File: src/design/bus_ctl_pkg.sv
// Shared constants and carriers for the two-wire bus control/status block
`default_nettype none
package bus_ctl_pkg;
	// ----------------------------------------
	// Register map
	// ----------------------------------------
	localparam logic [7:0] CTRL_OFFSET = 8'hC0;
	localparam logic [3:0] CTRL_PAGE   = 4'h0;
	localparam logic [7:0] CTRL_RESET  = 8'h00;
	localparam logic [7:0] WRITE_MASK  = 8'h33;
	localparam logic [7:0] FULL_MASK   = 8'hFF;

	// ----------------------------------------
	// Field positions, bit 7 down
	// ----------------------------------------
	localparam int BIT_MASTER  = 7;
	localparam int BIT_TRANSMIT = 6;
	localparam int BIT_BEGIN   = 5;
	localparam int BIT_HALT    = 4;
	localparam int BIT_ACK_REQUEST = 3;
	localparam int BIT_ARB_LOST    = 2;
	localparam int BIT_ACK     = 1;
	localparam int BIT_PENDING = 0;

	// One-cycle pulses and levels reported by the bit engine
	typedef struct packed {
		logic start_generated;
		logic stop_generated;
		logic start_detected;
		logic rstart_detected;
		logic start_addr_rx;
		logic stop_detected;
		logic addressed;
		logic byte_sent;
		logic byte_received;
		logic ack_cycle_done;
		logic ack_sampled;
		logic ack_value;
		logic data_write;
		logic frame_start;
	} bus_event_t;

	// Sensed line levels and what the engine is driving
	typedef struct packed {
		logic sda_in;
		logic scl_in;
		logic sda_drive_one;
		logic ack_phase;
		logic gen_stop_rstart;
	} line_sense_t;
endpackage
`default_nettype wire

File: src/design/arb_lost_detect.sv
// Arbitration loss detector for the two-wire bus control block
`default_nettype none
module arb_lost_detect (
	input  wire logic                      i_clock,
	input  wire logic                      i_reset,
	input  wire bus_ctl_pkg::line_sense_t  i_line,
	input  wire logic                      i_rstart_detected,
	input  wire logic                      i_stop_detected,
	input  wire logic                      i_master,
	input  wire logic                      i_begin,
	output var  logic                      o_lost
);
	logic line_loss;
	logic line_loss_ff;

	// ----------------------------------------
	// Loss conditions
	// ----------------------------------------
	// Line conflicts are levels; only their onset counts as one loss
	always_comb begin
		line_loss = (i_line.sda_drive_one & ~i_line.sda_in & ~i_line.ack_phase)
			| (i_line.gen_stop_rstart & ~i_line.scl_in);
	end

	// Previous level for onset detection
	always_ff @(posedge i_clock) begin
		if (i_reset) begin
			line_loss_ff <= 1'b0;
		end else begin
			line_loss_ff <= line_loss;
		end
	end

	// Registered loss pulse, one cycle after its cause
	always_ff @(posedge i_clock) begin
		if (i_reset) begin
			o_lost <= 1'b0;
		end else begin
			o_lost <= (line_loss & ~line_loss_ff)
				| (i_rstart_detected & i_master & ~i_begin)
				| (i_stop_detected & i_master);
		end
	end
endmodule
`default_nettype wire

File: src/design/bus_control_block.sv
// Control and status register of the two-wire bus interface
`default_nettype none
module bus_control_block #(
	parameter int ADDR_WIDTH = 8
) (
	input  wire logic                      i_clock,
	input  wire logic                      i_reset,
	input  wire logic [ADDR_WIDTH-1:0]     i_addr,
	input  wire logic [3:0]                i_page,
	input  wire logic [7:0]                i_wdata,
	input  wire logic                      i_write,
	input  wire logic                      i_read,
	input  wire logic                      i_bit_write,
	input  wire logic [2:0]                i_bit_index,
	input  wire logic                      i_bit_value,
	input  wire logic                      i_auto_ack_enable,
	input  wire bus_ctl_pkg::bus_event_t   i_evt,
	input  wire bus_ctl_pkg::line_sense_t  i_line,
	output var  logic [7:0]                o_rdata,
	output var  logic                      o_master,
	output var  logic                      o_transmit,
	output var  logic                      o_start_request,
	output var  logic                      o_stop_request,
	output var  logic                      o_ack_send,
	output var  logic                      o_scl_hold,
	output var  logic                      o_irq
);
	// ----------------------------------------
	// Parameter check
	// ----------------------------------------
	if (ADDR_WIDTH < 8) begin : g_bad_width
		$error("ADDR_WIDTH must be at least 8");
	end

	logic       master_ff;
	logic       transmit_ff;
	logic       begin_ff;
	logic       halt_ff;
	logic       ack_request_ff;
	logic       arb_lost_ff;
	logic       ack_ff;
	logic       pending_ff;
	logic       ack_written_ff;
	logic       data_written_ff;
	logic       nxt_pending;
	logic       hit;
	logic [7:0] wmask;
	logic [7:0] wval;
	logic [7:0] reg_value;
	logic       lost;
	logic       pending_clear;
	logic       begin_drop;
	logic       halt_drop;

	// Merge byte and single-bit writes into mask and value
	function automatic logic [7:0] bit_onehot(input logic [2:0] idx);
		bit_onehot = 8'h01 << idx;
	endfunction

	// ----------------------------------------
	// Register decode
	// ----------------------------------------
	// Read-only bits drop out through the write mask
	always_comb begin
		hit = (i_addr == ADDR_WIDTH'(bus_ctl_pkg::CTRL_OFFSET))
			& (i_page == bus_ctl_pkg::CTRL_PAGE);
		wmask = 8'h00;
		wval  = i_wdata;
		if (hit & i_write) begin
			wmask = bus_ctl_pkg::FULL_MASK & bus_ctl_pkg::WRITE_MASK;
		end else if (hit & i_bit_write) begin
			wmask = bit_onehot(i_bit_index) & bus_ctl_pkg::WRITE_MASK;
			wval  = {8{i_bit_value}};
		end
		begin_drop = wmask[bus_ctl_pkg::BIT_BEGIN] & ~wval[bus_ctl_pkg::BIT_BEGIN];
		halt_drop  = wmask[bus_ctl_pkg::BIT_HALT] & ~wval[bus_ctl_pkg::BIT_HALT];
	end

	// Current register image, bit 7 down
	always_comb begin
		reg_value = {master_ff, transmit_ff, begin_ff, halt_ff,
			ack_request_ff, arb_lost_ff, ack_ff, pending_ff};
	end

	// ----------------------------------------
	// Arbitration loss
	// ----------------------------------------
	arb_lost_detect u_arb (
		.i_clock           (i_clock),
		.i_reset           (i_reset),
		.i_line            (i_line),
		.i_rstart_detected (i_evt.rstart_detected),
		.i_stop_detected   (i_evt.stop_detected),
		.i_master          (master_ff),
		.i_begin           (begin_ff),
		.o_lost            (lost)
	);

	// ----------------------------------------
	// Service pending
	// ----------------------------------------
	// Hardware sets beat a same-cycle software clear
	always_comb begin
		nxt_pending = pending_ff;
		if (wmask[bus_ctl_pkg::BIT_PENDING]) begin
			nxt_pending = wval[bus_ctl_pkg::BIT_PENDING];
		end
		if (i_evt.start_generated | lost | i_evt.byte_sent | i_evt.byte_received
			| i_evt.start_addr_rx | i_evt.stop_detected) begin
			nxt_pending = 1'b1;
		end
		pending_clear = pending_ff & ~nxt_pending;
	end

	always_ff @(posedge i_clock) begin
		if (i_reset) begin
			pending_ff <= 1'b0;
		end else begin
			pending_ff <= nxt_pending;
		end
	end

	// Stall and interrupt track the flag with no extra lag
	always_ff @(posedge i_clock) begin
		if (i_reset) begin
			o_scl_hold <= 1'b0;
			o_irq      <= 1'b0;
		end else begin
			o_scl_hold <= nxt_pending;
			o_irq      <= nxt_pending;
		end
	end

	// Cleared only with the pending flag; a fresh loss still lands
	always_ff @(posedge i_clock) begin
		if (i_reset) begin
			arb_lost_ff <= 1'b0;
		end else if (lost) begin
			arb_lost_ff <= 1'b1;
		end else if (pending_clear) begin
			arb_lost_ff <= 1'b0;
		end
	end

	// ----------------------------------------
	// Role and direction
	// ----------------------------------------
	always_ff @(posedge i_clock) begin
		if (i_reset) begin
			master_ff <= 1'b0;
		end else if (lost | i_evt.stop_generated) begin
			master_ff <= 1'b0;
		end else if (i_evt.start_generated) begin
			master_ff <= 1'b1;
		end
	end

	// Remembers a data write ahead of the next frame
	always_ff @(posedge i_clock) begin
		if (i_reset) begin
			data_written_ff <= 1'b0;
		end else if (i_evt.frame_start) begin
			data_written_ff <= 1'b0; // Same-cycle write is used by this frame
		end else if (i_evt.data_write) begin
			data_written_ff <= 1'b1;
		end
	end

	always_ff @(posedge i_clock) begin
		if (i_reset) begin
			transmit_ff <= 1'b0;
		end else if (i_evt.start_generated) begin
			transmit_ff <= 1'b1;
		end else if (i_evt.start_detected | lost) begin
			transmit_ff <= 1'b0;
		end else if (i_evt.frame_start) begin
			transmit_ff <= data_written_ff | i_evt.data_write;
		end
	end

	// ----------------------------------------
	// Begin and halt
	// ----------------------------------------
	// Never cleared by hardware, so it keeps requesting until software drops it
	always_ff @(posedge i_clock) begin
		if (i_reset) begin
			begin_ff <= 1'b0;
		end else if (i_evt.start_addr_rx) begin
			begin_ff <= 1'b1;
		end else if (wmask[bus_ctl_pkg::BIT_BEGIN]) begin
			begin_ff <= wval[bus_ctl_pkg::BIT_BEGIN];
		end
	end

	// A halt write counts as controller if begin is written to 1 in the same cycle
	always_ff @(posedge i_clock) begin
		if (i_reset) begin
			halt_ff <= 1'b0;
		end else if ((i_evt.stop_detected & (i_evt.addressed | master_ff))) begin
			halt_ff <= 1'b1;
		end else if (i_evt.stop_generated) begin
			halt_ff <= 1'b0;
		end else if (wmask[bus_ctl_pkg::BIT_HALT]) begin
			halt_ff <= wval[bus_ctl_pkg::BIT_HALT]
				& (master_ff | (wmask[bus_ctl_pkg::BIT_BEGIN]
				& wval[bus_ctl_pkg::BIT_BEGIN]));
		end
	end

	// Requests wait out a stall; a same-cycle write of 0 cancels them at once
	always_ff @(posedge i_clock) begin
		if (i_reset) begin
			o_start_request <= 1'b0;
			o_stop_request  <= 1'b0;
		end else begin
			o_start_request <= begin_ff & ~begin_drop & ~nxt_pending;
			o_stop_request  <= halt_ff & ~halt_drop & master_ff & ~nxt_pending;
		end
	end

	// ----------------------------------------
	// Acknowledge
	// ----------------------------------------
	always_ff @(posedge i_clock) begin
		if (i_reset) begin
			ack_request_ff <= 1'b0;
		end else if (i_evt.byte_received & ~i_auto_ack_enable) begin
			ack_request_ff <= 1'b1;
		end else if (i_evt.ack_cycle_done) begin
			ack_request_ff <= 1'b0;
		end
	end

	// Incoming ack sample beats a software write in the same cycle
	always_ff @(posedge i_clock) begin
		if (i_reset) begin
			ack_ff <= 1'b0;
		end else if (i_evt.ack_sampled) begin
			ack_ff <= ~i_evt.ack_value;
		end else if (wmask[bus_ctl_pkg::BIT_ACK]) begin
			ack_ff <= wval[bus_ctl_pkg::BIT_ACK];
		end
	end

	// Tracks whether software chose an ack since the last service
	always_ff @(posedge i_clock) begin
		if (i_reset) begin
			ack_written_ff <= 1'b0;
		end else if (wmask[bus_ctl_pkg::BIT_ACK]) begin
			ack_written_ff <= 1'b1;
		end else if (pending_clear) begin
			ack_written_ff <= 1'b0;
		end
	end

	// Without a software choice the byte is refused unless auto-ack is enabled
	always_ff @(posedge i_clock) begin
		if (i_reset) begin
			o_ack_send <= 1'b0;
		end else begin
			o_ack_send <= ack_ff & (i_auto_ack_enable | ack_written_ff);
		end
	end

	// ----------------------------------------
	// Status outputs and read data
	// ----------------------------------------
	always_ff @(posedge i_clock) begin
		if (i_reset) begin
			o_master   <= 1'b0;
			o_transmit <= 1'b0;
		end else begin
			o_master   <= master_ff;
			o_transmit <= transmit_ff;
		end
	end

	// Read data stands only in the cycle after the strobe
	always_ff @(posedge i_clock) begin
		if (i_reset) begin
			o_rdata <= bus_ctl_pkg::CTRL_RESET;
		end else if (i_read & hit) begin
			o_rdata <= reg_value;
		end else begin
			o_rdata <= 8'h00;
		end
	end
endmodule
`default_nettype wire

File: config.mk
export PLATFORM = sky130hd
export DESIGN_NAME = bus_control_block
export DESIGN_NICKNAME = d
export VERILOG_FILES = /design/src/design/bus_ctl_pkg.sv /design/src/design/arb_lost_detect.sv /design/src/design/bus_control_block.sv
export SDC_FILE = /design/constraint.sdc
export NUM_CORES = 1
export LEC_CHECK = 0
export BUFFER_PORTS_ARGS = -buffer_cell sky130_fd_sc_hd__clkbuf_2
export CAP_MARGIN = 20
export CORE_UTILIZATION = 25
export CTS_CLUSTER_DIAMETER = 100
export DETAILED_ROUTE_END_ITERATION = 10
export PLACE_DENSITY = 0.48
export SKIP_CTS_REPAIR_TIMING = 1
export SLEW_MARGIN = 10
export SYNTH_ARGS = -nofsm -noshare
export SYNTH_HDL_FRONTEND = slang
export SYNTH_SLANG_ARGS = --single-unit
File: constraint.sdc
create_clock -name i_clock -period 1.7 [get_ports i_clock]
set_input_delay 0 -clock i_clock [delete_from_list [all_inputs] [get_ports i_clock]]
set_output_delay 0 -clock i_clock [all_outputs]
set_load 0.02 [all_outputs]
=== After elaboration in Yosys (flattened, before gate mapping) ===
Index checks and enable logic that the tools add are counted.

* Eq/ne operators: 1
* Shift-type cells: 1
* Muxes and demuxes: 21
* Bitwise logic cells: 51
* Reductions and logical operators: 11

{| class="wikitable"
|+ Operator list
! operator !! count
|-
| $and A1 B1 Y1 || 24
|-
| $mux W6 || 4
|-
| $mux W1 || 17
|-
| $or A1 B1 Y1 || 14
|-
| $not A1 Y1 || 13
|-
| $reduce_bool A2 Y1 || 5
|-
| $eq A8 B8 Y1 const B || 1
|-
| $reduce_bool A3 Y1 || 2
|-
| $reduce_or A2 Y1 || 3
|-
| $shl A1 B3 Y6 const A || 1
|-
| $logic_not A4 Y1 || 1
|}

* Flip-flop bits (word level): 25
* Input port bits: 49

=== Logic depth before layout (Yosys ltp) ===
* Depth in word-level cells: 11
* Depth in mapped cells: 5

=== By module ===
A second synthesis with hierarchy kept.

* Cells, all modules: 109
* Area total of the unflattened synthesis: 1,102.3 µm²

{| class="wikitable"
|+ By module, submodules not included
! module !! instances !! cells an instance !! area an instance (µm²)
|-
| bus_control_block || 1 || 99 || 1,002.2
|-
| arb_lost_detect || 1 || 10 || 100.1
|}

=== Worst setup path after synthesis ===
OpenSTA, ideal clock, no wires.

* Kind: reg2reg
* Start: reg u_arb.o_lost
* End: reg o_irq
* Library setup time: 0.116 ns
* Arrival time: 1.599 ns
* Data required time: 1.584 ns
* Path slack: -0.015 ns
* Stages on the path, launching flop included: 5
* Path buffers: 0
* Clock period less this slack: 1.715 ns
* Cells stage by stage: dfxtp_1 > or4_4 > a2111o_1 > mux2_4 > and2_2

* Longest elaborated chain between the ends: 6

{| class="wikitable"
|+ Ends and longest elaborated chain
! item !! line !! text
|-
| start, declared || arb_lost_detect.sv:11 || <nowiki>output var logic o_lost</nowiki>
|-
| start signal, assigned || arb_lost_detect.sv:39 || <nowiki>o_lost <= (line_loss & ~line_loss_ff)</nowiki>
|-
| $or A1 B1 Y1 (3 in a row) || bus_control_block.sv:108 || <nowiki>if (i_evt.start_generated | lost | i_evt.byte_sent | i_evt.byte_received</nowiki>
|-
| $or A1 B1 Y1 (2 in a row) || bus_control_block.sv:109 || <nowiki>| i_evt.start_addr_rx | i_evt.stop_detected) begin</nowiki>
|-
| $mux W1 || bus_control_block.sv:108 ||
|-
| end signal, assigned || bus_control_block.sv:130 || <nowiki>o_irq <= nxt_pending;</nowiki>
|-
| end, declared || bus_control_block.sv:26 || <nowiki>output var logic o_irq</nowiki>
|}

Every way passes these cells.
A chain may end at the register's enable or synchronous reset.

=== Final worst setup path ===
* Start: reg u_arb.o_lost
* End: reg o_start_request

* Longest elaborated chain between the ends: 8

{| class="wikitable"
|+ Ends and longest elaborated chain
! item !! line !! text
|-
| $or A1 B1 Y1 (3 in a row) || bus_control_block.sv:108 ||
|-
| $or A1 B1 Y1 (2 in a row) || bus_control_block.sv:109 ||
|-
| $mux W1 || bus_control_block.sv:108 ||
|-
| $not A1 Y1 || bus_control_block.sv:216 || <nowiki>o_start_request <= begin_ff & ~begin_drop & ~nxt_pending;</nowiki>
|-
| $and A1 B1 Y1 || bus_control_block.sv:216 ||
|-
| end signal, assigned || bus_control_block.sv:216 ||
|-
| end, declared || bus_control_block.sv:22 || <nowiki>output var logic o_start_request,</nowiki>
|}

Every way passes these cells.

==> impl_metrics.ini <==
[outcome]
status = finished, violations left
violations = hold timing, setup timing

[power_and_ir_drop]
p_leak_nw = 0.722
p_per_area_nw_per_um2 = 702
peakVddDrop_uv = 264

[logic_synthesis]
yosysSeqAreaShare = 0.450
ys_warn_count = 0
synthArstFlopShare = 0
synth.cell_area_um2 = 1110
syn_nets = 163
synthFlopType = dfxtp_1
yosysMostFrequentCell = dfxtp_1
synth_area_leaders = dfxtp_1 45%, and2_1 4.5%, nor2_1 3.7%
yosysTopAreaCell = dfxtp_1
synthDistinctLibCells = 47
synth_edf_count = 0
yosys-top-cells-count = 25 x dfxtp_1, 11 x nor2_1, 8 x and2_1
synth.top_cell.area_share = 0.450
avgSynthCellArea_um2 = 9.75
ys_ff_latch = 25
netlist_instances = 114

[placement]
post-dp-hpwl_um = 2600
dp_slack_ps = -66.4
gp_congestion = 0.777
portBuffers = 59

[sta]
post-route-period-util = 1.04
clock.fmax_ghz = 0.566
worst_hold_slack_ps = -16.6
finalMaxSlewViolations = 0
fin_skew_ps = 1.09
min_period_ps = 1770
worst_pin_slew_ps = 509
rsz0062_at_grt = true
relSlewSlack = 0.656
setup_viol = 4
hold_viol_final = 3
setup_ws_ps = -65.6

[setup_path]
end_kind = register
critPathLaunchType = register
r2r_start = u_arb.o_lost$_SDFF_PP0_
cp_max_fo = 3
cp.depth = 4
cp_slowest_cell = or4_4
critPathRequiredTime_ps = 1870
worst-r2r-cell-count = 4
crit_type = register to register
cp.buffers_inverters = 0
cp.arrival_ps = 1930
critPathLaunch = u_arb.o_lost$_SDFF_PP0_
cp_top_family = compound AO/OA/AOI/OAI gates
cpPeakStageDelay_ps = 510
path_cells = or4_4, a2111o_1, mux2_4, a2111oi_4

[floorplan]
initial_core_util = 0.268
die_height_um = 68.7
io_pins = 64
die_w_um = 68.7
rows = 23
dieArea_um2 = 4710
coreArea_um2 = 4140

[cells_and_area]
largest_reg_flops = 8
largest-register = o_rdata
antenna_cells = 0
drive_above_1_share = 0.437
nets = 233
syn_to_final_growth_pct = 43.4

[clocking]
clkTransAtPathRegs_ps = 80
cts_tree = done
cts_buffers = 3
cts_root_buffer = clkbuf_8
clock_latency_ps = 260
clkSinkCount = 25
htreeDepth = 1
clk_path_buf_depth = 2

[routing]
drt_iter0_drc = 37
drc_errors = 0
via_per_inst = 4.78
postRouteAntennaNets = 0
firstDrtPassIters = 4
wl_per_cell_um = 13.0
vias = 1114
routed_wl_um = 3040

[global_routing]
gr-total-overflow = 0
grt_max_degree = 15
grt_use_total = 0.139
grt_pass1_vias = 1066
grt_pass1_wl_um = 4800
antenna_found_initial = 0

[min_path]
hold_depth = 3
hp-start = i_evt[13]
hp-class = input pin to register

[flow_run]
maxCapViolCount = 0
==> cell families (layout without fill, tap and decap cells) <==
group                  after synthesis  in the layout  share of synthesized area
AND/OR/NAND/NOR                     55             55                      0.320
flip-flops                          25             25                      0.450
AO/OA/AOI/OAI                       23             23                      0.172
buffers and inverters               10             79                     0.0439
multiplexers                         1              1                     0.0135
==> area by class of cell <==
class | count | area [µm²]
clock buffers | 4 | 45.0
fillers | 462 | 2550
inverters | 7 | 26.3
multi-input cells | 79 | 587
flip-flops and latches | 25 | 502
well taps | 50 | 62.6
repair buffers | 68 | 370
==> power breakdown <==
part           internal, mW  switching (mW)
combinational        0.0833          0.0766
clock                 0.167           0.174
sequential            0.604          0.0123
total                 0.855           0.263
==> per-layer routing <==
| layer | routed length, µm | vias to the layer above | track usage |
|---|---|---|---|
| li1 | - | 565 | - |
| met1 | 1330 | 513 | 0.165 |
| met2 | 1490 | 31 | 0.244 |
| met3 | 174 | 5 | 0.0329 |
| met4 | 40 | 0 | 0.0443 |
| met5 | 0 | - | 0 |
==> cells in the final DEF (no fill, tap or decap), types with 3 or more instances in the layout <==
cell           synthesis  routed
a21oi_1                4       4
and2_1                 8       8
buf_4                  1       6
clkbuf_2               0      59
clkbuf_8               0       3
dfxtp_1               25      24
dlygate4sd3_1          0       3
inv_1                  7       7
nand2b_1               4       4
nor2_1                11      11
nor2b_1                3       3
nor3_1                 4       3
nor4_1                 4       3
nor4b_1                3       3
==> worst min-delay path, cell delays in order <==
cell	delay (ps)
clkbuf_2	100
nor2_1	40
nor2_1	70
==> stage by stage <==
step | instance area [µm²] | std cells | power [mW] | setup TNS [ps] | utilization
6_report | 1590 | 233 | 1.12 | -155 | 0.384
3_5_place_dp | 1490 | 225 | 0.782 | -149 | 0.358
5_1_grt | 1590 | 233 | 1.17 | -290 | 0.384
3_3_place_gp | 1490 | 225 | 0.779 | -42.7 | 0.358
2_1_floorplan | 1110 | 114 | 0.698 | -13.1 | -
4_1_cts | 1530 | 229 | 1.12 | -197 | 0.369
==> final timing paths <==
| kind | endpoint | slack (ps) |
|---|---|---|
| min | transmit_ff$_SDFFE_PP0P_ | -20 |
| max | o_start_request$_SDFF_PP0_ | -70 |
| min reg2reg | u_arb.o_lost$_SDFF_PP0_ | 410 |
| max reg2reg | o_start_request$_SDFF_PP0_ | -70 |
No activity file was read; power rests on OpenSTA's default activity.
